<file path="src/inc/ccpc_pkg.sv">
// Purpose: shared constants for the compare / pwm-entry block
// Assumes: 8-bit register port, word index equals address
// Notes: mode codes and field positions live here only
package ccpc_pkg;
  // register indices
  localparam logic [3:0] ADDR_CTRL_ONE = 4'h0;
  localparam logic [3:0] ADDR_CTRL_TWO = 4'h1;
  localparam logic [3:0] ADDR_CMPL_ONE = 4'h2;
  localparam logic [3:0] ADDR_CMPH_ONE = 4'h3;
  localparam logic [3:0] ADDR_CMPL_TWO = 4'h4;
  localparam logic [3:0] ADDR_CMPH_TWO = 4'h5;
  localparam logic [3:0] ADDR_STATUS = 4'h6;
  localparam logic [3:0] ADDR_MASK = 4'h7;
  localparam logic [3:0] ADDR_PIN_SEL = 4'h8;
  localparam logic [3:0] ADDR_PERIOD = 4'h9;
  localparam logic [3:0] ADDR_T2CTRL = 4'ha;
  // mode codes in ccp_control[3:0]
  localparam logic [3:0] MODE_OFF = 4'h0;
  localparam logic [3:0] MODE_TOGGLE = 4'h2;
  localparam logic [3:0] MODE_SET = 4'h8;
  localparam logic [3:0] MODE_CLEAR = 4'h9;
  localparam logic [3:0] MODE_SWINT = 4'ha;
  localparam logic [3:0] MODE_SPECIAL = 4'hb;
  localparam logic [1:0] MODE_PWM_TOP = 2'h3;
  // field positions
  localparam int CTRL_MODE_LSB = 0;
  localparam int CTRL_DUTY_LSB = 4;
  localparam int T2_PS_LSB = 0;
  localparam int T2_ON_BIT = 2;
  // reset values
  localparam logic [7:0] CTRL_RST = 8'h00;
  localparam logic [7:0] CMP_RST = 8'h00;
  localparam logic [7:0] PERIOD_RST = 8'hff;
  localparam logic [7:0] T2CTRL_RST = 8'h00;
  localparam logic [1:0] MASK_RST = 2'h0;
  // timer two prescale lengths in system clocks per base step
  localparam logic [4:0] PS_CYC_ONE = 5'h01;
  localparam logic [4:0] PS_CYC_FOUR = 5'h04;
  localparam logic [4:0] PS_CYC_SIXTEEN = 5'h10;
endpackage : ccpc_pkg

</file>
<file path="src/hdl/ccpc_compare.sv">
// Purpose: two compare channels with pwm entry, timer two base, register port
// Assumes: timer one count and converter enable come from logic on clk_i
// Notes: all outputs registered, so trigger shows one clock after equality
`timescale 1ns/1ns
module ccpc_compare
(
  input wire logic clk_i,
  input wire logic reset_i,
  input wire logic [3:0] addr_i,
  input wire logic [7:0] wdata_i,
  input wire logic wr_i,
  input wire logic rd_i,
  output logic [7:0] rdata_o,
  input wire logic [15:0] timer_one_count_i,
  output logic timer_one_clear_o,
  input wire logic adc_enable_i,
  output logic adc_start_o,
  output logic ccp_one_pin_o,
  output logic ccp_one_pin_oe_o,
  output logic ccp_two_pin_a_o,
  output logic ccp_two_pin_a_oe_o,
  output logic ccp_two_pin_b_o,
  output logic ccp_two_pin_b_oe_o,
  output logic irq_o
);
  typedef struct packed {
    logic [1:0][7:0] ctrl;
    logic [1:0][7:0] cmpl;
    logic [1:0][7:0] cmph;
    logic [1:0] status;
    logic [1:0] mask;
    logic pin_sel;
    logic [7:0] period;
    logic [7:0] t2ctrl;
    logic [1:0] latch;
    logic [1:0] match_prev;
    logic [1:0] trig_prev;
    logic [9:0] base;
    logic [4:0] pre;
    logic [7:0] rdata;
    logic t1_clear;
    logic adc_start;
    logic irq;
    logic pin1;
    logic pin1_oe;
    logic pin2a;
    logic pin2a_oe;
    logic pin2b;
    logic pin2b_oe;
  } ccpc_cmp_state_t;

  ccpc_cmp_state_t s_r;
  ccpc_cmp_state_t s_nxt;

  logic [1:0][3:0] mode;
  logic [1:0] is_pwm;
  logic [1:0] cmp_mode;
  logic [1:0] match;
  logic [1:0] trig;
  logic [1:0] owns;
  logic [1:0] pin_val;
  logic [1:0] pwm_level;
  logic [1:0][7:0] duty_high;
  logic [4:0] pre_len;
  logic t2_on;
  logic step;
  logic period_end;
  logic [9:0] base_next;

  // per-channel decode, equality and pwm instance
  for (genvar c = 0; c < 2; c++)
  begin : g_chan
    assign mode[c] = s_r.ctrl[c][ccpc_pkg::CTRL_MODE_LSB +: 4];
    assign is_pwm[c] = (mode[c][3:2] == ccpc_pkg::MODE_PWM_TOP);
    // toggle, set, clear codes share the wider encoding
    assign cmp_mode[c] = (mode[c] == ccpc_pkg::MODE_TOGGLE) || (mode[c] == ccpc_pkg::MODE_SET) ||
                         (mode[c] == ccpc_pkg::MODE_CLEAR) || (mode[c] == ccpc_pkg::MODE_SWINT) ||
                         (mode[c] == ccpc_pkg::MODE_SPECIAL);
    // compared every clock, no sampling window
    assign match[c] = cmp_mode[c] && (timer_one_count_i == {s_r.cmph[c], s_r.cmpl[c]});
    assign trig[c] = match[c] && (mode[c] == ccpc_pkg::MODE_SPECIAL);
    // swint and special leave the pin to the port
    assign owns[c] = is_pwm[c] || (mode[c] == ccpc_pkg::MODE_TOGGLE) ||
                     (mode[c] == ccpc_pkg::MODE_SET) || (mode[c] == ccpc_pkg::MODE_CLEAR);
    assign pin_val[c] = is_pwm[c] ? pwm_level[c] : s_r.latch[c];

    ccpc_pwm_chan u_pwm
    (
      .clk_i(clk_i),
      .reset_i(reset_i),
      .enable_i(is_pwm[c]),
      .period_end_i(period_end),
      .base_i(base_next),
      .duty_i({s_r.cmpl[c], s_r.ctrl[c][ccpc_pkg::CTRL_DUTY_LSB +: 2]}),
      .level_o(pwm_level[c]),
      .duty_high_o(duty_high[c])
    );
  end

  // timer two base: low two bits step per prescaled clock, top eight form the count
  assign t2_on = s_r.t2ctrl[ccpc_pkg::T2_ON_BIT];
  always_comb
  begin
    case (s_r.t2ctrl[ccpc_pkg::T2_PS_LSB +: 2])
      2'h0: pre_len = ccpc_pkg::PS_CYC_ONE;
      2'h1: pre_len = ccpc_pkg::PS_CYC_FOUR;
      default: pre_len = ccpc_pkg::PS_CYC_SIXTEEN;
    endcase
  end
  assign step = t2_on && (s_r.pre == pre_len - 5'h01);
  assign period_end = step && (s_r.base == {s_r.period, 2'h3});
  // channels see the coming base value, so the pwm level drops on the very edge the base reaches duty
  assign base_next = period_end ? 10'h000 : (step ? s_r.base + 10'h001 : s_r.base);

  // one next-state process for bus, compare actions, timer two and pins
  always_comb
  begin
    logic [1:0] set_ev;
    logic [1:0] ctrl_wr;
    set_ev = 2'h0;
    ctrl_wr = 2'h0;
    s_nxt = s_r;
    s_nxt.rdata = 8'h00;

    // register reads, data valid the following cycle
    if (rd_i)
    begin
      case (addr_i)
        ccpc_pkg::ADDR_CTRL_ONE: s_nxt.rdata = {2'h0, s_r.ctrl[0][5:0]};
        ccpc_pkg::ADDR_CTRL_TWO: s_nxt.rdata = {2'h0, s_r.ctrl[1][5:0]};
        ccpc_pkg::ADDR_CMPL_ONE: s_nxt.rdata = s_r.cmpl[0];
        ccpc_pkg::ADDR_CMPH_ONE: s_nxt.rdata = is_pwm[0] ? duty_high[0] : s_r.cmph[0];
        ccpc_pkg::ADDR_CMPL_TWO: s_nxt.rdata = s_r.cmpl[1];
        ccpc_pkg::ADDR_CMPH_TWO: s_nxt.rdata = is_pwm[1] ? duty_high[1] : s_r.cmph[1];
        ccpc_pkg::ADDR_STATUS: s_nxt.rdata = {6'h00, s_r.status};
        ccpc_pkg::ADDR_MASK: s_nxt.rdata = {6'h00, s_r.mask};
        ccpc_pkg::ADDR_PIN_SEL: s_nxt.rdata = {7'h00, s_r.pin_sel};
        ccpc_pkg::ADDR_PERIOD: s_nxt.rdata = s_r.period;
        ccpc_pkg::ADDR_T2CTRL: s_nxt.rdata = {5'h00, s_r.t2ctrl[2:0]};
        default: s_nxt.rdata = 8'h00;
      endcase
    end

    // register writes; high compare byte is read-only in pwm
    if (wr_i)
    begin
      case (addr_i)
        ccpc_pkg::ADDR_CTRL_ONE:
        begin
          s_nxt.ctrl[0] = {2'h0, wdata_i[5:0]};
          ctrl_wr[0] = 1'b1;
        end
        ccpc_pkg::ADDR_CTRL_TWO:
        begin
          s_nxt.ctrl[1] = {2'h0, wdata_i[5:0]};
          ctrl_wr[1] = 1'b1;
        end
        ccpc_pkg::ADDR_CMPL_ONE: s_nxt.cmpl[0] = wdata_i;
        ccpc_pkg::ADDR_CMPH_ONE: if (!is_pwm[0]) s_nxt.cmph[0] = wdata_i;
        ccpc_pkg::ADDR_CMPL_TWO: s_nxt.cmpl[1] = wdata_i;
        ccpc_pkg::ADDR_CMPH_TWO: if (!is_pwm[1]) s_nxt.cmph[1] = wdata_i;
        ccpc_pkg::ADDR_MASK: s_nxt.mask = wdata_i[1:0];
        ccpc_pkg::ADDR_PIN_SEL: s_nxt.pin_sel = wdata_i[0];
        ccpc_pkg::ADDR_PERIOD: s_nxt.period = wdata_i;
        ccpc_pkg::ADDR_T2CTRL: s_nxt.t2ctrl = {5'h00, wdata_i[2:0]};
        default: s_nxt.rdata = s_nxt.rdata;
      endcase
    end

    // match edge acts once per equality, not every clock it holds
    for (int c = 0; c < 2; c++)
    begin
      if (match[c] && !s_r.match_prev[c])
      begin
        set_ev[c] = 1'b1;
        case (mode[c])
          ccpc_pkg::MODE_TOGGLE: s_nxt.latch[c] = ~s_r.latch[c];
          ccpc_pkg::MODE_SET: s_nxt.latch[c] = 1'b1;
          ccpc_pkg::MODE_CLEAR: s_nxt.latch[c] = 1'b0;
          default: s_nxt.latch[c] = s_r.latch[c];
        endcase
      end
      // a zero control write parks the compare latch low
      if (ctrl_wr[c] && (wdata_i == ccpc_pkg::CTRL_RST))
        s_nxt.latch[c] = 1'b0;
    end
    s_nxt.match_prev = match;
    s_nxt.trig_prev = trig;

    // sticky flags: read clears, a new event in the same cycle wins
    if (rd_i && (addr_i == ccpc_pkg::ADDR_STATUS))
      s_nxt.status = set_ev;
    else
      s_nxt.status = s_r.status | set_ev;
    s_nxt.irq = |(s_nxt.status & s_nxt.mask);

    // clear request stays high only while the match holds; timer one acts on its own edge
    s_nxt.t1_clear = |trig;
    // conversion start is a single pulse on channel two trigger entry
    s_nxt.adc_start = trig[1] && !s_r.trig_prev[1] && adc_enable_i;

    // timer two time base
    if (!t2_on)
      s_nxt.pre = 5'h00;
    else if (step)
      s_nxt.pre = 5'h00;
    else
      s_nxt.pre = s_r.pre + 5'h01;
    s_nxt.base = base_next;

    // pin routing, channel two steered to one of two pins
    s_nxt.pin1 = pin_val[0];
    s_nxt.pin1_oe = owns[0];
    s_nxt.pin2a = pin_val[1] && !s_r.pin_sel;
    s_nxt.pin2a_oe = owns[1] && !s_r.pin_sel;
    s_nxt.pin2b = pin_val[1] && s_r.pin_sel;
    s_nxt.pin2b_oe = owns[1] && s_r.pin_sel;
  end

  // single state register; stops with clk_i, so nothing moves in sleep
  always_ff @(posedge clk_i or posedge reset_i)
  begin
    if (reset_i)
    begin
      s_r <= '0;
      s_r.ctrl <= {ccpc_pkg::CTRL_RST, ccpc_pkg::CTRL_RST};
      s_r.cmpl <= {ccpc_pkg::CMP_RST, ccpc_pkg::CMP_RST};
      s_r.cmph <= {ccpc_pkg::CMP_RST, ccpc_pkg::CMP_RST};
      s_r.mask <= ccpc_pkg::MASK_RST;
      s_r.period <= ccpc_pkg::PERIOD_RST;
      s_r.t2ctrl <= ccpc_pkg::T2CTRL_RST;
    end
    else
    begin
      s_r <= s_nxt;
    end
  end

  // outputs straight from the state register
  // clear request is separate from any overflow flag path
  assign timer_one_clear_o = s_r.t1_clear;
  assign adc_start_o = s_r.adc_start;
  assign rdata_o = s_r.rdata;
  assign irq_o = s_r.irq;
  assign ccp_one_pin_o = s_r.pin1;
  assign ccp_one_pin_oe_o = s_r.pin1_oe;
  assign ccp_two_pin_a_o = s_r.pin2a;
  assign ccp_two_pin_a_oe_o = s_r.pin2a_oe;
  assign ccp_two_pin_b_o = s_r.pin2b;
  assign ccp_two_pin_b_oe_o = s_r.pin2b_oe;
endmodule : ccpc_compare

</file>
<file path="src/hdl/ccpc_pwm_chan.sv">
// Purpose: one pwm channel with double-buffered 10-bit duty
// Assumes: base_i is the next value of the shared 10-bit time base, period_end_i one cycle wide
// Notes: duty above the period leaves the level unchanged
`timescale 1ns/1ns
module ccpc_pwm_chan
(
  input wire logic clk_i,
  input wire logic reset_i,
  input wire logic enable_i,
  input wire logic period_end_i,
  input wire logic [9:0] base_i,
  input wire logic [9:0] duty_i,
  output logic level_o,
  output logic [7:0] duty_high_o
);
  typedef struct packed {
    logic [9:0] duty_sh;
    logic level;
  } ccpc_pwm_state_t;

  ccpc_pwm_state_t s_r;
  ccpc_pwm_state_t s_nxt;

  // latch duty at period end, set pin unless duty is zero, clear as the base reaches duty
  // comparing the coming base keeps the high time at exactly duty steps, not one clock more
  always_comb
  begin
    s_nxt = s_r;
    if (!enable_i)
    begin
      s_nxt.level = 1'b0;
    end
    else if (period_end_i)
    begin
      s_nxt.duty_sh = duty_i;
      s_nxt.level = (duty_i != 10'h000);
    end
    else if (base_i == s_r.duty_sh)
    begin
      s_nxt.level = 1'b0;
    end
  end

  always_ff @(posedge clk_i or posedge reset_i)
  begin
    if (reset_i)
      s_r <= '0;
    else
      s_r <= s_nxt;
  end

  assign level_o = s_r.level;
  assign duty_high_o = s_r.duty_sh[9:2];
endmodule : ccpc_pwm_chan

</file>
<file path="config.mk">
export PLATFORM = sky130hd
export DESIGN_NAME = ccpc_compare
export DESIGN_NICKNAME = d
export VERILOG_FILES = /design/src/inc/ccpc_pkg.sv /design/src/hdl/ccpc_compare.sv /design/src/hdl/ccpc_pwm_chan.sv
export SDC_FILE = /design/constraint.sdc
export NUM_CORES = 1
export LEC_CHECK = 0
export CAP_MARGIN = 5
export CORE_ASPECT_RATIO = 1.2
export CORE_MARGIN = 1
export CORE_UTILIZATION = 47
export CTS_CLUSTER_DIAMETER = 40
export DETAILED_ROUTE_END_ITERATION = 10
export DONT_BUFFER_PORTS = 1
export SYNTH_ARGS = -nofsm -noshare
export SYNTH_HDL_FRONTEND = slang
export SYNTH_SLANG_ARGS = --single-unit
</file>
<file path="constraint.sdc">
create_clock -name clk_i -period 12.7 [get_ports clk_i]
set_clock_uncertainty 0.05 [all_clocks]
set_input_delay 3.81 -clock clk_i [delete_from_list [all_inputs] [get_ports clk_i]]
set_output_delay 3.81 -clock clk_i [all_outputs]
set_load 0.005 [all_outputs]
</file>
==> run summary <==
YOSYS
--------------------------------------------------------------------------------
Post-synth cell types                                                         63
Number of flops mapped to enable cells by yosys                                0
Sequential element share of the synthesized area                          45.87%
Largest area contributor in the netlist                                  dfrtp_1
Mux share of post-synthesis cell area                                     17.69%
Most instantiated cells after synthesis                             dfrtp_1 (111), mux2_2 (81), nor2_1 (43)
Largest cells by area after synthesis                               dfrtp_1 (43%), mux2_2 (14%), xor2_1 (5.0%)
Share of synthesized cell area in and, or, nand and nor gates             14.79%
Adder-cell share of the synthesized area                                 0.3842%
Gate Count Post-Synth                                                        596
Synth warn                                                                     0
Top cell type's share of synthesized area                                 42.64%
Synthesized net count                                                        631
Dominant combinational cell family by area after synthesis          multiplexers
Synthesized-area fraction occupied by ao, oa, aoi and oai cells           10.55%
Mean Syn Cell Area                                                     10.93 µm²
Share of async-settable or async-resettable flops after synthesis         100.0%
Top_reg_cell synth                                                       dfrtp_1
FF+latch count, synth                                                        119
Most numerous cell in the Yosys netlist                                  dfrtp_1
Total standard cell area after synthesis                                6514 µm²
Fraction of synthesized cell area in xor and xnor cells                   7.530%

RUN
--------------------------------------------------------------------------------
Number of max-capacitance violations reported                                  0

ROUTING
--------------------------------------------------------------------------------
Pre-antenna DRT Iters                                                          4
Routed vias                                                                 4837
Detailed-route DRC error count                                                 0
Routed wire length per instance                                         24.90 µm
Routed wire length                                                      19.08 mm
Vias per Instance                                                          6.315
Initial DRC count                                                            419
Final ANT Viol Nets                                                            0

PLACEMENT
--------------------------------------------------------------------------------
Post-Place Cell Area                                                    6579 µm²
Estimated wirelength of the detail-placed design                        13.91 mm
Total of buffers placed on input and output ports                              0
Pre-CTS WS                                                               6957 ps
Gpl congestion                                                            0.9254

CLOCK NETWORK
--------------------------------------------------------------------------------
Post-cts hold buffer count                                                     0
Number of clock sinks                                                        119
Root buf cell                                                          clkbuf_16
Latest clock arrival within the worst-skew pair                           420 ps
Number of gates resized after CTS                                              0
Number of H-tree levels                                                        4
Longest Clk Path Bufs                                                          2
# Post-CTS Setup Buffers                                                       0
TritonCTS Buffers                                                             17
TritonCTS clock tree                                                       built
Clock Pin Slew Worst Setup and Hold Paths                                  60 ps

FLOORPLANNING
--------------------------------------------------------------------------------
CORE AREA                                                              13350 µm²
Chip Width                                                              109.5 µm
Rows                                                                          46
I/O pin cnt                                                                   50
Die outline area                                                       14340 µm²
Initial Util                                                              48.78%
DIE HEIGHT                                                              131.0 µm

GRT
--------------------------------------------------------------------------------
Total congestion overflow after global routing                                 0
Via count of the first global-routing pass                                  4904
Pin count of the biggest net entering global routing                          81
Antenna violations before repair                                               0
Grt met1 use                                                              37.55%
Met3 track utilization from global routing                                6.300%
Aggregate global-route resource usage                                     29.31%
Met2 track demand over resource in global routing                         46.76%
Most utilized layer in the global route result                              met2
Wire length of the first global-routing pass                            29.60 mm

TIMING
--------------------------------------------------------------------------------
Crit share post-route                                                     41.61%
Setup total negative slack                                                  0 ps
Final Max Slew Viols                                                           0
RSZ-0062 raised after global routing                                       false
Fin worst setup slack                                                    7416 ps
Number of failing setup endpoints in the final timing report                   0
Least-Margin Pin Slew                                                    1062 ps
Min cycle time layout                                                    5284 ps
Hold violation total from the final report                                     0
Fmax achieved                                                          189.2 MHz
Slew HR                                                                   28.91%

WORST SETUP PATH
--------------------------------------------------------------------------------
Critical path endpoint category                                        flip-flop
Endpoint required time on the critical path                             12980 ps
Critical path class                                                    in -> reg
Worst Setup Start Kind                                                 input pin
Biggest fanout along the worst timing path                                     4
Critical path arrival                                                    5560 ps

CELLS AND AREA
--------------------------------------------------------------------------------
Number of nets in the final layout                                           620
Sequential standard cell area                                           2988 µm²
Area of combinational cells with multiple inputs                        3318 µm²
Final Instance Area                                                     7139 µm²
Area delta synth->final                                                   9.604%
Diode insertion count for antenna repair                                       0
Share of post-route cells with drive strength above 1                     23.08%
Filler Cell Count                                                           1230

POWER
--------------------------------------------------------------------------------
Maximum vdd drop                                                        96.69 µV
Static leakage                                                          3.142 nW
Final Total Pwr                                                         1.213 mW
Total power per unit cell area                                      169.9 nW/µm²

RUN STATUS
--------------------------------------------------------------------------------
Status                                                              finished, final reports clean

HOLD PATH
--------------------------------------------------------------------------------
Type of the worst min-delay path                                      reg -> reg

[worst paths after layout]
kind                                            from                                  end  slack (ps)  cells past startpoint
worst min-delay path               s_r[33]$_DFF_PP0_                adc_start_o$_DFF_PP0_         470                      1
min in group asynchronous                    reset_i                 rdata_o[1]$_DFF_PP0_        3250                      1
max in group asynchronous                    reset_i                  s_r[87]$_DFFE_PP0P_        7920                      2
worst max-delay path            timer_one_count_i[6]                  s_r[36]$_DFFE_PP0P_        7420                      7
worst min register to register     s_r[33]$_DFF_PP0_                adc_start_o$_DFF_PP0_         470                      1
worst max register to register   s_r[39]$_DFFE_PP0P_  g_chan[1].u_pwm.level_o$_DFFE_PP0P_        9710                      7
[layout by cell type (no fill, tap or decap), types with 4 or more instances in the layout]
cell type,synthesis,layout
nor3_1,5,5
nand2_1,28,28
clkbuf_16,0,17
inv_1,14,13
dfstp_2,8,8
o22ai_1,9,9
xor2_1,37,37
a31oi_1,7,7
nand3_1,18,18
and3_1,6,6
nor2_1,43,43
mux2i_1,24,24
a211oi_1,8,8
dfrtp_1,111,111
xnor2_1,19,19
mux2_2,81,81
nand4_1,6,6
a21oi_1,18,18
and4_1,5,5
nor4_1,18,18
o21ai_0,15,15
or4_1,4,4
or3_1,5,5
a22oi_1,4,4
nor2b_1,13,13
clkinv_2,0,5
nand2b_1,7,7
[area by class of cell]
type | count | share of cell area [%]
clock inverters | 12 | 1.455
repair buffers | 1 | 0.1052
flip-flops and latches | 119 | 41.85
well taps | 168 | 2.944
multi-input cells | 432 | 46.48
clock buffers | 20 | 6.397
inverters | 14 | 0.7711
[through the flow]
step | utilization (%) | hold WS (ps) | instances
5_1_grt | 53.47 | 493.7 | 766
3_5_place_dp | 49.27 | 455.0 | 734
4_1_cts | 53.47 | 469.0 | 766
3_3_place_gp | 49.27 | 446.9 | 734
2_1_floorplan | - | 414.7 | 596
6_report | 53.47 | 465.5 | 766
[kinds of logic after synthesis]
| family | count (synthesis) |
|---|---|
| DFF | 119 |
| buffers and inverters | 45 |
| and+or+nand+nor | 172 |
| AOI/OAI and AO/OA | 97 |
| xor gates and xnor gates | 56 |
| adders and majority gates | 2 |
| muxes | 105 |
[registers in the layout, summed over array words and instances, names as in the netlist, 2 cells and up]
signal                    count
g_chan.u_pwm.duty_high_o     16
g_chan.u_pwm.level_o          2
g_chan.u_pwm.s_r              4
mode                          8
rdata_o                       8
s_r                          72
[worst max-delay path: stages]
cell,delay (ps)
xor2_1,140
nor4_1,320
nand3_1,170
nor4_1,530
nand2b_1,200
mux2i_1,160
a211oi_1,240
[power breakdown]
part | leakage [nW] | internal [mW] | total, mW | switching [mW]
combinational | 1.36 | 0.106 | 0.219 | 0.113
sequential | 1.51 | 0.441 | 0.543 | 0.102
clock | 0.272 | 0.278 | 0.451 | 0.173
total | 3.14 | 0.825 | 1.21 | 0.388
[routing by layer]
layer | vias to the layer above | share of wire, %
li1 | 2153 | -
met1 | 2473 | 43
met2 | 163 | 48
met3 | 48 | 4.8
met4 | 0 | 4.3
met5 | - | 0
Note: power is estimated with default switching activity, not from simulation.
